[config.mk]
export PLATFORM = sky130hd
export DESIGN_NAME = bmx_pin_mux
export DESIGN_NICKNAME = d
export VERILOG_FILES = /design/src/bmx_pkg.sv /design/src/bmx_pin_mux.sv
export VERILOG_INCLUDE_DIRS = /design/src
export SDC_FILE = /design/constraint.sdc
export NUM_CORES = 1
export LEC_CHECK = 0
export BUFFER_PORTS_ARGS = -buffer_cell sky130_fd_sc_hd__buf_4
export CORE_ASPECT_RATIO = 1.5
export CORE_MARGIN = 4
export CORE_UTILIZATION = 42
export DETAILED_ROUTE_END_ITERATION = 8
export PLACE_DENSITY = 0.87
export SYNTH_ARGS = -nofsm -noshare
export SYNTH_HDL_FRONTEND = slang
export SYNTH_SLANG_ARGS = --single-unit
[constraint.sdc]
create_clock -name clk -period 2.85 [get_ports clk]
set_input_delay 0.285 -clock clk [delete_from_list [all_inputs] [get_ports clk]]
set_output_delay 0.285 -clock clk [all_outputs]
set_load 0.1 [all_outputs]
[src/bmx_consts.svh]
// named constants for the bridge mode pin multiplexer
`ifndef BMX_CONSTS_SVH
`define BMX_CONSTS_SVH
`define BMX_MODE_ZERO 2'h0
`define BMX_MODE_ONE 2'h1
`define BMX_MODE_TWO 2'h2
`define BMX_MODE_THREE 2'h3
`define BMX_MODE_RST 2'h0
`define BMX_GP_N 4
`define BMX_GP0 0
`define BMX_GP1 1
`define BMX_GP2 2
`define BMX_GP3 3
`define BMX_SEL0 0
`define BMX_SEL1 1
`define BMX_SEL2 2
`define BMX_SEL3 3
`define BMX_D0 0
`define BMX_D1 1
`define BMX_D2 2
`define BMX_D3 3
`define BMX_DS_ONE 3'h1
`define BMX_DS_THREE 3'h3
`define BMX_DS_FOUR 3'h4
`define BMX_GIF_NONE 1'h0
`define BMX_GIF_ONE 1'h1
`endif

[src/bmx_pkg.sv]
// types shared by the bridge mode pin multiplexer
`default_nettype none
package bmx_pkg;
    typedef logic [1:0] bmx_mode_t;
    typedef enum logic [1:0] {BMX_FN_NONE, BMX_FN_SPI_MASTER_FN, BMX_FN_SPI_SLAVE_FN, BMX_FN_I2C} bmx_fn_t;
    typedef enum logic [1:0] {BMX_W_SINGLE, BMX_W_DUAL, BMX_W_QUAD} bmx_width_t;
    typedef enum logic [1:0] {BMX_G3_GPIO, BMX_G3_WAKE, BMX_G3_IRQ} bmx_g3_t;
    typedef struct packed {
        logic out;
        logic oe;
    } bmx_pad_t;
    typedef struct packed {
        logic sck;
        logic [3:0] sel_n;
        logic [3:0] dout;
        logic [3:0] doe;
    } bmx_spi_master_fn_t;
endpackage
`default_nettype wire

[src/bmx_pin_mux.sv]
// strap-selected mode and shared pin routing for the usb to spi/i2c bridge
// What this block does
// two straps, upper bit first, choose one of four modes
// strap changes only act after a reset
// mode fixes counts of data-stream and gpio interfaces
// spi master selectable in 00/11, always on for interface 0 in 01/10
// spi slave selectable in 00/11, disabled in 01/10
// spi master, spi slave and i2c exclude each other
// bus type and role are run-time inputs, not mode-set
// pin 0: gpio or i2c clock; in 01/10 master select 1
// pin 1: gpio or i2c data; in 01/10 master select 2
// pin 2: gpio or suspend; select 3 in mode 10; suspend in 11
// pin 3: gpio, wake or irq in 00/01; wake only in 10/11
// software gpio control blocked while pin has a special role
// spi clock drives as master, is input as slave
// miso: slave-to-master data single, bit 1 in dual/quad
// mosi: master-to-slave data single, bit 0 in dual/quad
// extra data pins carry bits 2 and 3 in quad only
// master offers slave-select 0 in every mode, 1 and 2 in 01/10, 3 in mode 10 only
// external logic holds slave-select input high in master role
// i2c pins only in modes 00/11 with i2c enabled
// i2c clock open-drain as master, input as slave; data open-drain
// charger detect output with selectable active level
// active-low reset clears all but gpio_blocked, which it sets, and re-samples straps
// straps latched at reset release, held until next reset
`include "bmx_consts.svh"
`default_nettype none
module bmx_pin_mux (
    input wire logic clk,
    input wire logic rst_n,
    input wire logic mode_strap_lo,
    input wire logic mode_strap_hi,
    input wire bmx_pkg::bmx_fn_t fn_req,
    input wire bmx_pkg::bmx_width_t spi_width,
    input wire logic i2c_is_master,
    input wire logic gp2_suspend_en,
    input wire bmx_pkg::bmx_g3_t gp3_role,
    input wire bmx_pkg::bmx_spi_master_fn_t spi_master_fn,
    input wire logic spi_slave_fn_dout,
    input wire logic spi_slave_fn_doe,
    input wire logic i2c_scl_low,
    input wire logic i2c_sda_low,
    input wire logic [3:0] gpio_sw_out,
    input wire logic [3:0] gpio_sw_oe,
    input wire logic suspend_status,
    input wire logic irq_req,
    input wire logic chg_port_detect,
    input wire logic chg_active_high,
    input wire logic sck_in,
    input wire logic mosi_in,
    input wire logic miso_in,
    input wire logic quad_data2_in,
    input wire logic quad_data3_in,
    input wire logic slave_sel_in,
    input wire logic [3:0] gp_in,
    output bmx_pkg::bmx_pad_t sck_pad,
    output bmx_pkg::bmx_pad_t mosi_pad,
    output bmx_pkg::bmx_pad_t miso_pad,
    output bmx_pkg::bmx_pad_t quad_data2,
    output bmx_pkg::bmx_pad_t quad_data3,
    output bmx_pkg::bmx_pad_t master_sel_out0,
    output logic [3:0] gp_out,
    output logic [3:0] gp_oe,
    output logic charger_detect_out,
    output logic [3:0] spi_master_fn_din,
    output logic spi_slave_fn_sck,
    output logic spi_slave_fn_din,
    output logic spi_slave_fn_sel_n,
    output logic i2c_scl_in,
    output logic i2c_sda_in,
    output logic [3:0] gpio_sw_in,
    output logic wake_in,
    output bmx_pkg::bmx_mode_t mode,
    output logic mode_valid,
    output logic [2:0] ds_count,
    output logic gpio_if_count,
    output bmx_pkg::bmx_fn_t fn_active,
    output logic [3:0] gpio_blocked
);
    import bmx_pkg::*;

    // modes 01 and 10 dedicate the spi pins to master use
    function automatic logic multi_mode(input bmx_mode_t m);
        return (m == `BMX_MODE_ONE) || (m == `BMX_MODE_TWO);
    endfunction

    // straps are caught on the first edge after release, never under reset
    always_ff @(posedge clk or negedge rst_n) begin
        if (!rst_n) begin
            mode <= `BMX_MODE_RST;
            mode_valid <= 1'b0;
        end else if (!mode_valid) begin
            mode <= {mode_strap_hi, mode_strap_lo};
            mode_valid <= 1'b1;
        end
    end

    // interface counts follow the latched mode only
    always_comb begin
        unique case (mode)
            `BMX_MODE_ZERO: begin
                ds_count = `BMX_DS_ONE;
                gpio_if_count = `BMX_GIF_ONE;
            end
            `BMX_MODE_ONE: begin
                ds_count = `BMX_DS_THREE;
                gpio_if_count = `BMX_GIF_ONE;
            end
            `BMX_MODE_TWO: begin
                ds_count = `BMX_DS_FOUR;
                gpio_if_count = `BMX_GIF_NONE;
            end
            `BMX_MODE_THREE: begin
                ds_count = `BMX_DS_ONE;
                gpio_if_count = `BMX_GIF_NONE;
            end
        endcase
    end

    // one function at a time; until the straps are latched nothing is live
    always_comb begin
        if (!mode_valid) begin
            fn_active = BMX_FN_NONE;
        end else if (multi_mode(mode)) begin
            fn_active = BMX_FN_SPI_MASTER_FN;
        end else begin
            fn_active = fn_req;
        end
    end

    logic is_spi_master_fn;
    logic is_spi_slave_fn;
    logic is_i2c;
    logic quad;
    logic wide;
    assign is_spi_master_fn = (fn_active == BMX_FN_SPI_MASTER_FN);
    assign is_spi_slave_fn = (fn_active == BMX_FN_SPI_SLAVE_FN);
    assign is_i2c = (fn_active == BMX_FN_I2C);
    assign quad = (spi_width == BMX_W_QUAD);
    assign wide = (spi_width != BMX_W_SINGLE);

    bmx_pad_t next_sck;
    bmx_pad_t next_mosi;
    bmx_pad_t next_miso;
    bmx_pad_t next_qd2;
    bmx_pad_t next_qd3;
    bmx_pad_t next_sel0;

    // spi pad directions by role and data width
    always_comb begin
        next_sck = '0;
        next_mosi = '0;
        next_miso = '0;
        next_qd2 = '0;
        next_qd3 = '0;
        next_sel0 = '0;
        if (is_spi_master_fn) begin
            next_sck = '{out: spi_master_fn.sck, oe: 1'b1};
            next_sel0 = '{out: spi_master_fn.sel_n[`BMX_SEL0], oe: 1'b1};
            if (wide) begin
                next_mosi = '{out: spi_master_fn.dout[`BMX_D0], oe: spi_master_fn.doe[`BMX_D0]};
                next_miso = '{out: spi_master_fn.dout[`BMX_D1], oe: spi_master_fn.doe[`BMX_D1]};
            end else begin
                next_mosi = '{out: spi_master_fn.dout[`BMX_D0], oe: 1'b1};
            end
            if (quad) begin
                next_qd2 = '{out: spi_master_fn.dout[`BMX_D2], oe: spi_master_fn.doe[`BMX_D2]};
                next_qd3 = '{out: spi_master_fn.dout[`BMX_D3], oe: spi_master_fn.doe[`BMX_D3]};
            end
        end else if (is_spi_slave_fn) begin
            next_miso = '{out: spi_slave_fn_dout, oe: spi_slave_fn_doe};
        end
    end

    logic [3:0] next_gp_out;
    logic [3:0] next_gp_oe;
    logic [3:0] next_blocked;

    // shared pins: special roles win, software control only on free pins
    always_comb begin
        next_gp_out = gpio_sw_out;
        next_gp_oe = gpio_sw_oe;
        next_blocked = '0;
        if (!mode_valid) begin
            next_gp_oe = '0;
            next_blocked = '1;
        end else begin
            unique case (mode)
                `BMX_MODE_ZERO, `BMX_MODE_THREE: begin
                    if (is_i2c || mode == `BMX_MODE_THREE) begin
                        next_blocked[`BMX_GP0] = 1'b1;
                        next_blocked[`BMX_GP1] = 1'b1;
                    end
                    if (gp2_suspend_en || mode == `BMX_MODE_THREE) begin
                        next_blocked[`BMX_GP2] = 1'b1;
                    end
                    if (gp3_role != BMX_G3_GPIO || mode == `BMX_MODE_THREE) begin
                        next_blocked[`BMX_GP3] = 1'b1;
                    end
                end
                `BMX_MODE_ONE: begin
                    next_blocked[`BMX_GP0] = 1'b1;
                    next_blocked[`BMX_GP1] = 1'b1;
                    next_blocked[`BMX_GP2] = gp2_suspend_en;
                    next_blocked[`BMX_GP3] = (gp3_role != BMX_G3_GPIO);
                end
                `BMX_MODE_TWO: begin
                    next_blocked = '1;
                end
            endcase
            // blocked pins lose the software drive before roles are applied
            next_gp_out = gpio_sw_out & ~next_blocked;
            next_gp_oe = gpio_sw_oe & ~next_blocked;
            if (multi_mode(mode)) begin
                next_gp_out[`BMX_GP0] = spi_master_fn.sel_n[`BMX_SEL1];
                next_gp_oe[`BMX_GP0] = 1'b1;
                next_gp_out[`BMX_GP1] = spi_master_fn.sel_n[`BMX_SEL2];
                next_gp_oe[`BMX_GP1] = 1'b1;
            end else if (is_i2c) begin
                // open drain: pull low by enable, never drive high
                next_gp_oe[`BMX_GP0] = i2c_is_master & i2c_scl_low;
                next_gp_oe[`BMX_GP1] = i2c_sda_low;
            end
            if (mode == `BMX_MODE_TWO) begin
                next_gp_out[`BMX_GP2] = spi_master_fn.sel_n[`BMX_SEL3];
                next_gp_oe[`BMX_GP2] = 1'b1;
            end else if (next_blocked[`BMX_GP2]) begin
                next_gp_out[`BMX_GP2] = suspend_status;
                next_gp_oe[`BMX_GP2] = 1'b1;
            end
            if (!multi_mode(mode) && mode != `BMX_MODE_THREE) begin
                if (mode == `BMX_MODE_ZERO && gp3_role == BMX_G3_IRQ) begin
                    next_gp_out[`BMX_GP3] = irq_req;
                    next_gp_oe[`BMX_GP3] = 1'b1;
                end
            end
            if (mode == `BMX_MODE_ONE && gp3_role == BMX_G3_IRQ) begin
                next_gp_out[`BMX_GP3] = irq_req;
                next_gp_oe[`BMX_GP3] = 1'b1;
            end
        end
    end

    // open-drain pins carry a low level whenever enabled
    logic [3:0] od_zero;
    assign od_zero = {2'h0, is_i2c && !multi_mode(mode), is_i2c && !multi_mode(mode)};

    // pad outputs are registered so pins never glitch on a role change
    always_ff @(posedge clk or negedge rst_n) begin
        if (!rst_n) begin
            sck_pad <= '0;
            mosi_pad <= '0;
            miso_pad <= '0;
            quad_data2 <= '0;
            quad_data3 <= '0;
            master_sel_out0 <= '0;
        end else begin
            sck_pad <= next_sck;
            mosi_pad <= next_mosi;
            miso_pad <= next_miso;
            quad_data2 <= next_qd2;
            quad_data3 <= next_qd3;
            master_sel_out0 <= next_sel0;
        end
    end

    always_ff @(posedge clk or negedge rst_n) begin
        if (!rst_n) begin
            gp_out <= '0;
            gp_oe <= '0;
            gpio_blocked <= '1;
        end else begin
            gp_out <= next_gp_out & ~od_zero;
            gp_oe <= next_gp_oe;
            gpio_blocked <= next_blocked;
        end
    end

    always_ff @(posedge clk or negedge rst_n) begin
        if (!rst_n) begin
            charger_detect_out <= 1'b0;
        end else begin
            charger_detect_out <= chg_port_detect ~^ chg_active_high;
        end
    end

    // inputs back to the cores; unused returns sit at idle levels
    always_comb begin
        spi_master_fn_din = '0;
        if (is_spi_master_fn) begin
            spi_master_fn_din[`BMX_D0] = wide ? mosi_in : 1'b0;
            spi_master_fn_din[`BMX_D1] = miso_in;
            spi_master_fn_din[`BMX_D2] = quad ? quad_data2_in : 1'b0;
            spi_master_fn_din[`BMX_D3] = quad ? quad_data3_in : 1'b0;
        end
    end

    // the slave-select input is ignored as master; board keeps it high
    assign spi_slave_fn_sel_n = is_spi_slave_fn ? slave_sel_in : 1'b1;
    assign spi_slave_fn_sck = is_spi_slave_fn ? sck_in : 1'b0;
    assign spi_slave_fn_din = is_spi_slave_fn ? mosi_in : 1'b0;
    assign i2c_scl_in = is_i2c ? gp_in[`BMX_GP0] : 1'b1;
    assign i2c_sda_in = is_i2c ? gp_in[`BMX_GP1] : 1'b1;
    assign gpio_sw_in = gp_in & ~gpio_blocked;
    // modes 10/11 give pin 3 to wake alone; in 00/01 only when its role asks for it
    assign wake_in = mode_valid && (mode == `BMX_MODE_TWO || mode == `BMX_MODE_THREE
                     || gp3_role == BMX_G3_WAKE) && gp_in[`BMX_GP3];
endmodule
`default_nettype wire

**After elaboration in Yosys (flattened, before gate mapping)**

Cells that the tools add are included.

- Register bits: 28
- Input bits: 51
- Logic and storage cells: 101

- Equal/unequal tests: 10
- Muxes and demuxes: 45
- Bitwise logic cells: 9
- Reductions and logical operators: 19

Operators by type and width:

| operator | count |
|---|---|
| $mux 2 | 16 |
| $mux 1 | 21 |
| $mux 4 | 5 |
| $and 4x4->4 | 4 |
| $eq 2x2->1 const B | 6 |
| $pmux 4 s3 | 1 |
| $pmux 3 s3 | 1 |
| $not 4->4 | 2 |
| $eq 2x1->1 const B | 3 |
| $logic_and 1x1->1 | 6 |
| $logic_or 1x1->1 | 6 |
| $reduce_or 2->1 | 3 |
| $not 2->4 | 1 |
| $reduce_bool 2->1 | 2 |
| $logic_not 2->1 | 1 |
| $ne 2x2->1 const B | 1 |
| $pmux 1 s2 | 1 |
| $and 1x1->1 | 1 |
| $logic_not 1->1 | 1 |
| $xnor 1x1->1 | 1 |

**Depth between registers and ports, before layout**

- Word-level depth: 16
- Gate-level depth with buffers: 6
- Depth with buffers taken out: 5

**Least setup slack after synthesis**

No wires, ideal clock.

- Kind: register -> output
- Start point: register mode[0]
- End point: output port wake_in
- Arrival: 4,491 ps
- Slack: -1,926 ps
- Cell stages (with the launch flop): 5
- Buffers on the path: 0
- Path through: dfrtp_1 -> inv_1 -> ha_1 -> nor2_1 -> a21oi_1

- Cells in the longest elaborated chain, start to end: 5
- Elaborated cells on any way between the ends: 6
- Those cells by class: 2 x eq/ne; 4 x reduce/logical

RTL lines:

| item | RTL line | RTL |
|---|---|---|
| start: declaration | bmx_pin_mux.sv:73 | `output bmx_pkg::bmx_mode_t mode,` |
| start signal: assignment | bmx_pin_mux.sv:90 | `` mode <= `BMX_MODE_RST; `` |
| start signal: assignment | bmx_pin_mux.sv:93 | `mode <= {mode_strap_hi, mode_strap_lo};` |
| $eq 2x2->1 | - |  |
| $logic_or 1x1->1 (no line) * | - |  |
| $logic_or 1x1->1 * | bmx_pin_mux.sv:306 | `` assign wake_in = mode_valid && (mode == `BMX_MODE_TWO \|\| mode == `BMX_MODE_THREE `` |
| $logic_and 1x1->1 * (2 in series) | bmx_pin_mux.sv:306 |  |
| end: declaration | bmx_pin_mux.sv:72 | `output logic wake_in,` |

Mark *: on every way between the ends. The rest lies on a longest branch, timed or not.

**Worst setup path after layout**

- Start point: register mode[0]
- End point: output port spi_master_fn_din[0]

- Cells in the longest elaborated chain, start to end: 6
- Elaborated cells on any way between the ends: 7
- Those cells by class: 3 x eq/ne; 3 x mux; 1 x reduce/logical

RTL lines:

| item | RTL line | RTL |
|---|---|---|
| $eq 2x1->1 / $eq 2x2->1 (equally long branches) | - |  |
| $logic_or 1x1->1 * | bmx_pin_mux.sv:84 | `` return (m == `BMX_MODE_ONE) \|\| (m == `BMX_MODE_TWO); `` |
| $mux 2 * | bmx_pin_mux.sv:124 | `end else if (multi_mode(mode)) begin` |
| $mux 2 * | bmx_pin_mux.sv:122 | `if (!mode_valid) begin` |
| $eq 2x1->1 * | bmx_pin_mux.sv:136 | `assign is_spi_master_fn = (fn_active == BMX_FN_SPI_MASTER_FN);` |
| $mux 4 * | bmx_pin_mux.sv:290 | `if (is_spi_master_fn) begin` |
| end: declaration | bmx_pin_mux.sv:65 | `output logic [3:0] spi_master_fn_din,` |

Marked as above.

==> results_dict.tcl <==
set metrics [dict create \
    tritoncts "built" \
    vias 1291 \
    total_power_mw 1.454 \
    setup_tns_ps 0 \
    avgSynthCellArea_sq_um 11.14 \
    regArea_sq_um 656.9 \
    gr-usage-all-layers 0.1984 \
    clkSlewWorstSetupHoldPaths_ps 100 \
    initial_core_util 0.4430 \
    critPathKind "reg -> out" \
    design_area_sq_mm 0.002177 \
    cp.required_ps 2570 \
    drtPass1Iterations 4 \
    r2r_slack_ps 940 \
    htree_num_levels 1 \
    path_buf_inv 3 \
    crit_path_start "mode[0]$_DFFE_PN0N_" \
    cp-end-kind "output pin" \
    min_period_over_period 0.8688 \
    coreArea_sq_mm 0.002943 \
    ys_seq_elements 26 \
    cp.depth 6 \
    crit_path_end "spi_master_fn_din[0]" \
    port_buffers 98 \
    insertion_delay_ps 270 \
    dieArea_sq_mm 0.004078 \
    die_x_um 53.49 \
    hp-class "in -> reg" \
    top_layer "met4" \
    rsz0062_at_grt "no" \
    critical_path_arrival_ps 2190 \
    antenna_found_initial 0 \
    dr_wl_met2_um 2236 \
    ir_worst_vdd_v 0.0003827 \
    final_cell_mix "buf_4 (100), dfrtp_1 (21), and3_1 (8)" \
    max_clock_freq_mhz 403.9 \
    fin_skew_ps 6.351 \
    overflow 0 \
    route.met3.wl_um 331 \
    nets 274 \
    power_density_mw_per_mm2 668.0 \
    clock-root-buffer "clkbuf_8" \
    hpwl_um 3129 \
    syn2layout_area_growth_pct 66.99 \
    syn_area_sq_mm 0.001304 \
    critPathTopFamily "buffers and inverters" \
    crit_path_cell_trace "inv_1 > ha_1 > buf_4 > o21a_1 > and3_1 > buf_4" \
    cts_resized 0 \
    cts_sinks 26 \
    place_congestion 0.7627 \
    n_antenna_cell 0 \
    leakage_nw 1.137 \
    layout-drive-gt1-share 0.5787 \
    cp_slowest_stage_delay_ps 410 \
    cp_common_cell "buf_4" \
    first_iter_violations 19 \
    synth_warnings 0 \
    fin_crit_ps 2476 \
    reg2regPathDepth 6 \
    worstPathMaxFanout 15 \
    routed_wl_um 3901 \
    r2r_start "mode[0]$_DFFE_PN0N_" \
    synth_fp_nets 174 \
    drv_cap 0 \
    viasPerCell 5.063 \
    ctsLongestPathBuffers 2 \
    multi_input_area_sq_um 620.6 \
    drcViolationCount 0 \
    place_area_sq_mm 0.002096 \
    layout_commonest_cell "buf_4" \
    yosysSeqAreaShare 0.5019 \
    yosysUniqueCellTypes 35 \
    cp_slowest_cell "dfrtp_2" \
    post_cts_buffers 0 \
    final_max_slew_viol_count 0 \
    num_rows 24 \
    largestRegisters "gp_oe: 4 flops, gp_out: 4 flops, gpio_blocked: 3 flops" \
    crit_path_start_kind "flip-flop" \
    hold_ws_ps 197.6 \
    grt_pass1_vias 1352 \
    status "finished clean" \
    wl_per_cell_um 15.30 \
    cts-buffers-inserted 3 \
    grt_pass1_wl_um 6113 \
    dieHeight_um 76.24 \
    wl_met1_um 1240 \
    grt_max_degree 27 \
    io_pins 99 \
    hold_viol_final 0 \
    setup_viol 0 \
    fillers 217 \
    synthCells 117 \
    ant_nets 0 \
    r2r_end "gp_out[3]$_DFF_PN0_" \
]
[worst min path at each step]
stage	startpoint	end	slack, ps	cells after the start
after floorplan	rst_n	charger_detect_out$_DFF_PN0_	-10	0
after global placement	rst_n	gp_oe[2]$_DFF_PN0_	200	1
after detailed placement	rst_n	gp_oe[2]$_DFF_PN0_	210	1
after CTS	chg_port_detect	charger_detect_out$_DFF_PN0_	200	2
after global routing	chg_port_detect	charger_detect_out$_DFF_PN0_	190	2
final	chg_port_detect	charger_detect_out$_DFF_PN0_	200	2
[synth_stat cells, drive strengths merged]
| cell type | number | area (sq um) |
|---|---|---|
| o21a | 4 | 30.03 |
| and3b | 3 | 26.28 |
| o311ai | 1 | 16.27 |
| nor3 | 2 | 10.01 |
| mux2 | 2 | 22.52 |
| nand2b | 5 | 31.28 |
| a21o | 1 | 7.510 |
| nand2 | 5 | 18.77 |
| buf | 6 | 37.53 |
| and2 | 6 | 37.54 |
| a32o | 4 | 40.04 |
| a31o | 1 | 8.760 |
| ha | 6 | 75.07 |
| a21boi | 1 | 7.510 |
| dfstp | 3 | 78.83 |
| o21ai | 2 | 13.76 |
| a211o | 1 | 8.760 |
| nand3b | 1 | 7.510 |
| or4 | 1 | 11.26 |
| nand3 | 1 | 5.000 |
| o211ai | 1 | 12.51 |
| dfrtp | 23 | 575.6 |
| inv | 5 | 18.77 |
| xnor2 | 1 | 8.760 |
| o31a | 4 | 35.03 |
| nor2 | 2 | 7.510 |
| or2 | 2 | 12.51 |
| a21oi | 4 | 20.02 |
| nor2b | 7 | 43.79 |
| or3 | 2 | 12.51 |
| and3 | 8 | 50.05 |
| conb | 1 | 3.750 |
| a22o | 1 | 8.760 |
[repair_timing]
item                                   in CTS  in global routing
setup endpoints to repair                   0                  0
hold buffers                                1                  0
endpoints found under the hold margin      23                  0
[through the flow]
step	util	std cells	setup WS [ps]
after global routing	0.7398	255	246.7
after CTS	0.7398	255	373.0
after global placement	0.7122	250	778.0
after detailed placement	0.7122	250	688.2
final	0.7398	255	373.9
after floorplan	-	117	-94.10
[layout make-up]
class	count	share of cell area
clock inverter	1	0.01379
multi-input combinational	80	0.2851
timing repair buffer	101	0.3494
inverter	5	0.008621
sequential	26	0.3017
clock buffer	3	0.01897
tap	39	0.02241
[power breakdown]
| group | total [mW] | internal [mW] | switching [mW] |
|---|---|---|---|
| Combinational | 0.724 | 0.179 | 0.545 |
| Sequential | 0.424 | 0.408 | 0.0164 |
| Clock | 0.307 | 0.188 | 0.119 |
| Total | 1.45 | 0.774 | 0.680 |
[kinds of logic after synthesis]
kind of cell / synth area share
AOI/OAI and AO/OA: 0.1603
xor gates and xnor gates: 0.006719
adders and majority gates: 0.05758
buffers and inverters: 0.04318
DFF: 0.5019
muxes: 0.01727
other: 0.002876
and+or+nand+nor: 0.2102
[routing by layer]
layer  GRT usage  up-vias
met2      0.3771       60
li1            -      607
met4     0.08951        0
met5           0        -
met1      0.1927      616
met3     0.03131        8
Power figures use the tool's default switching activity.
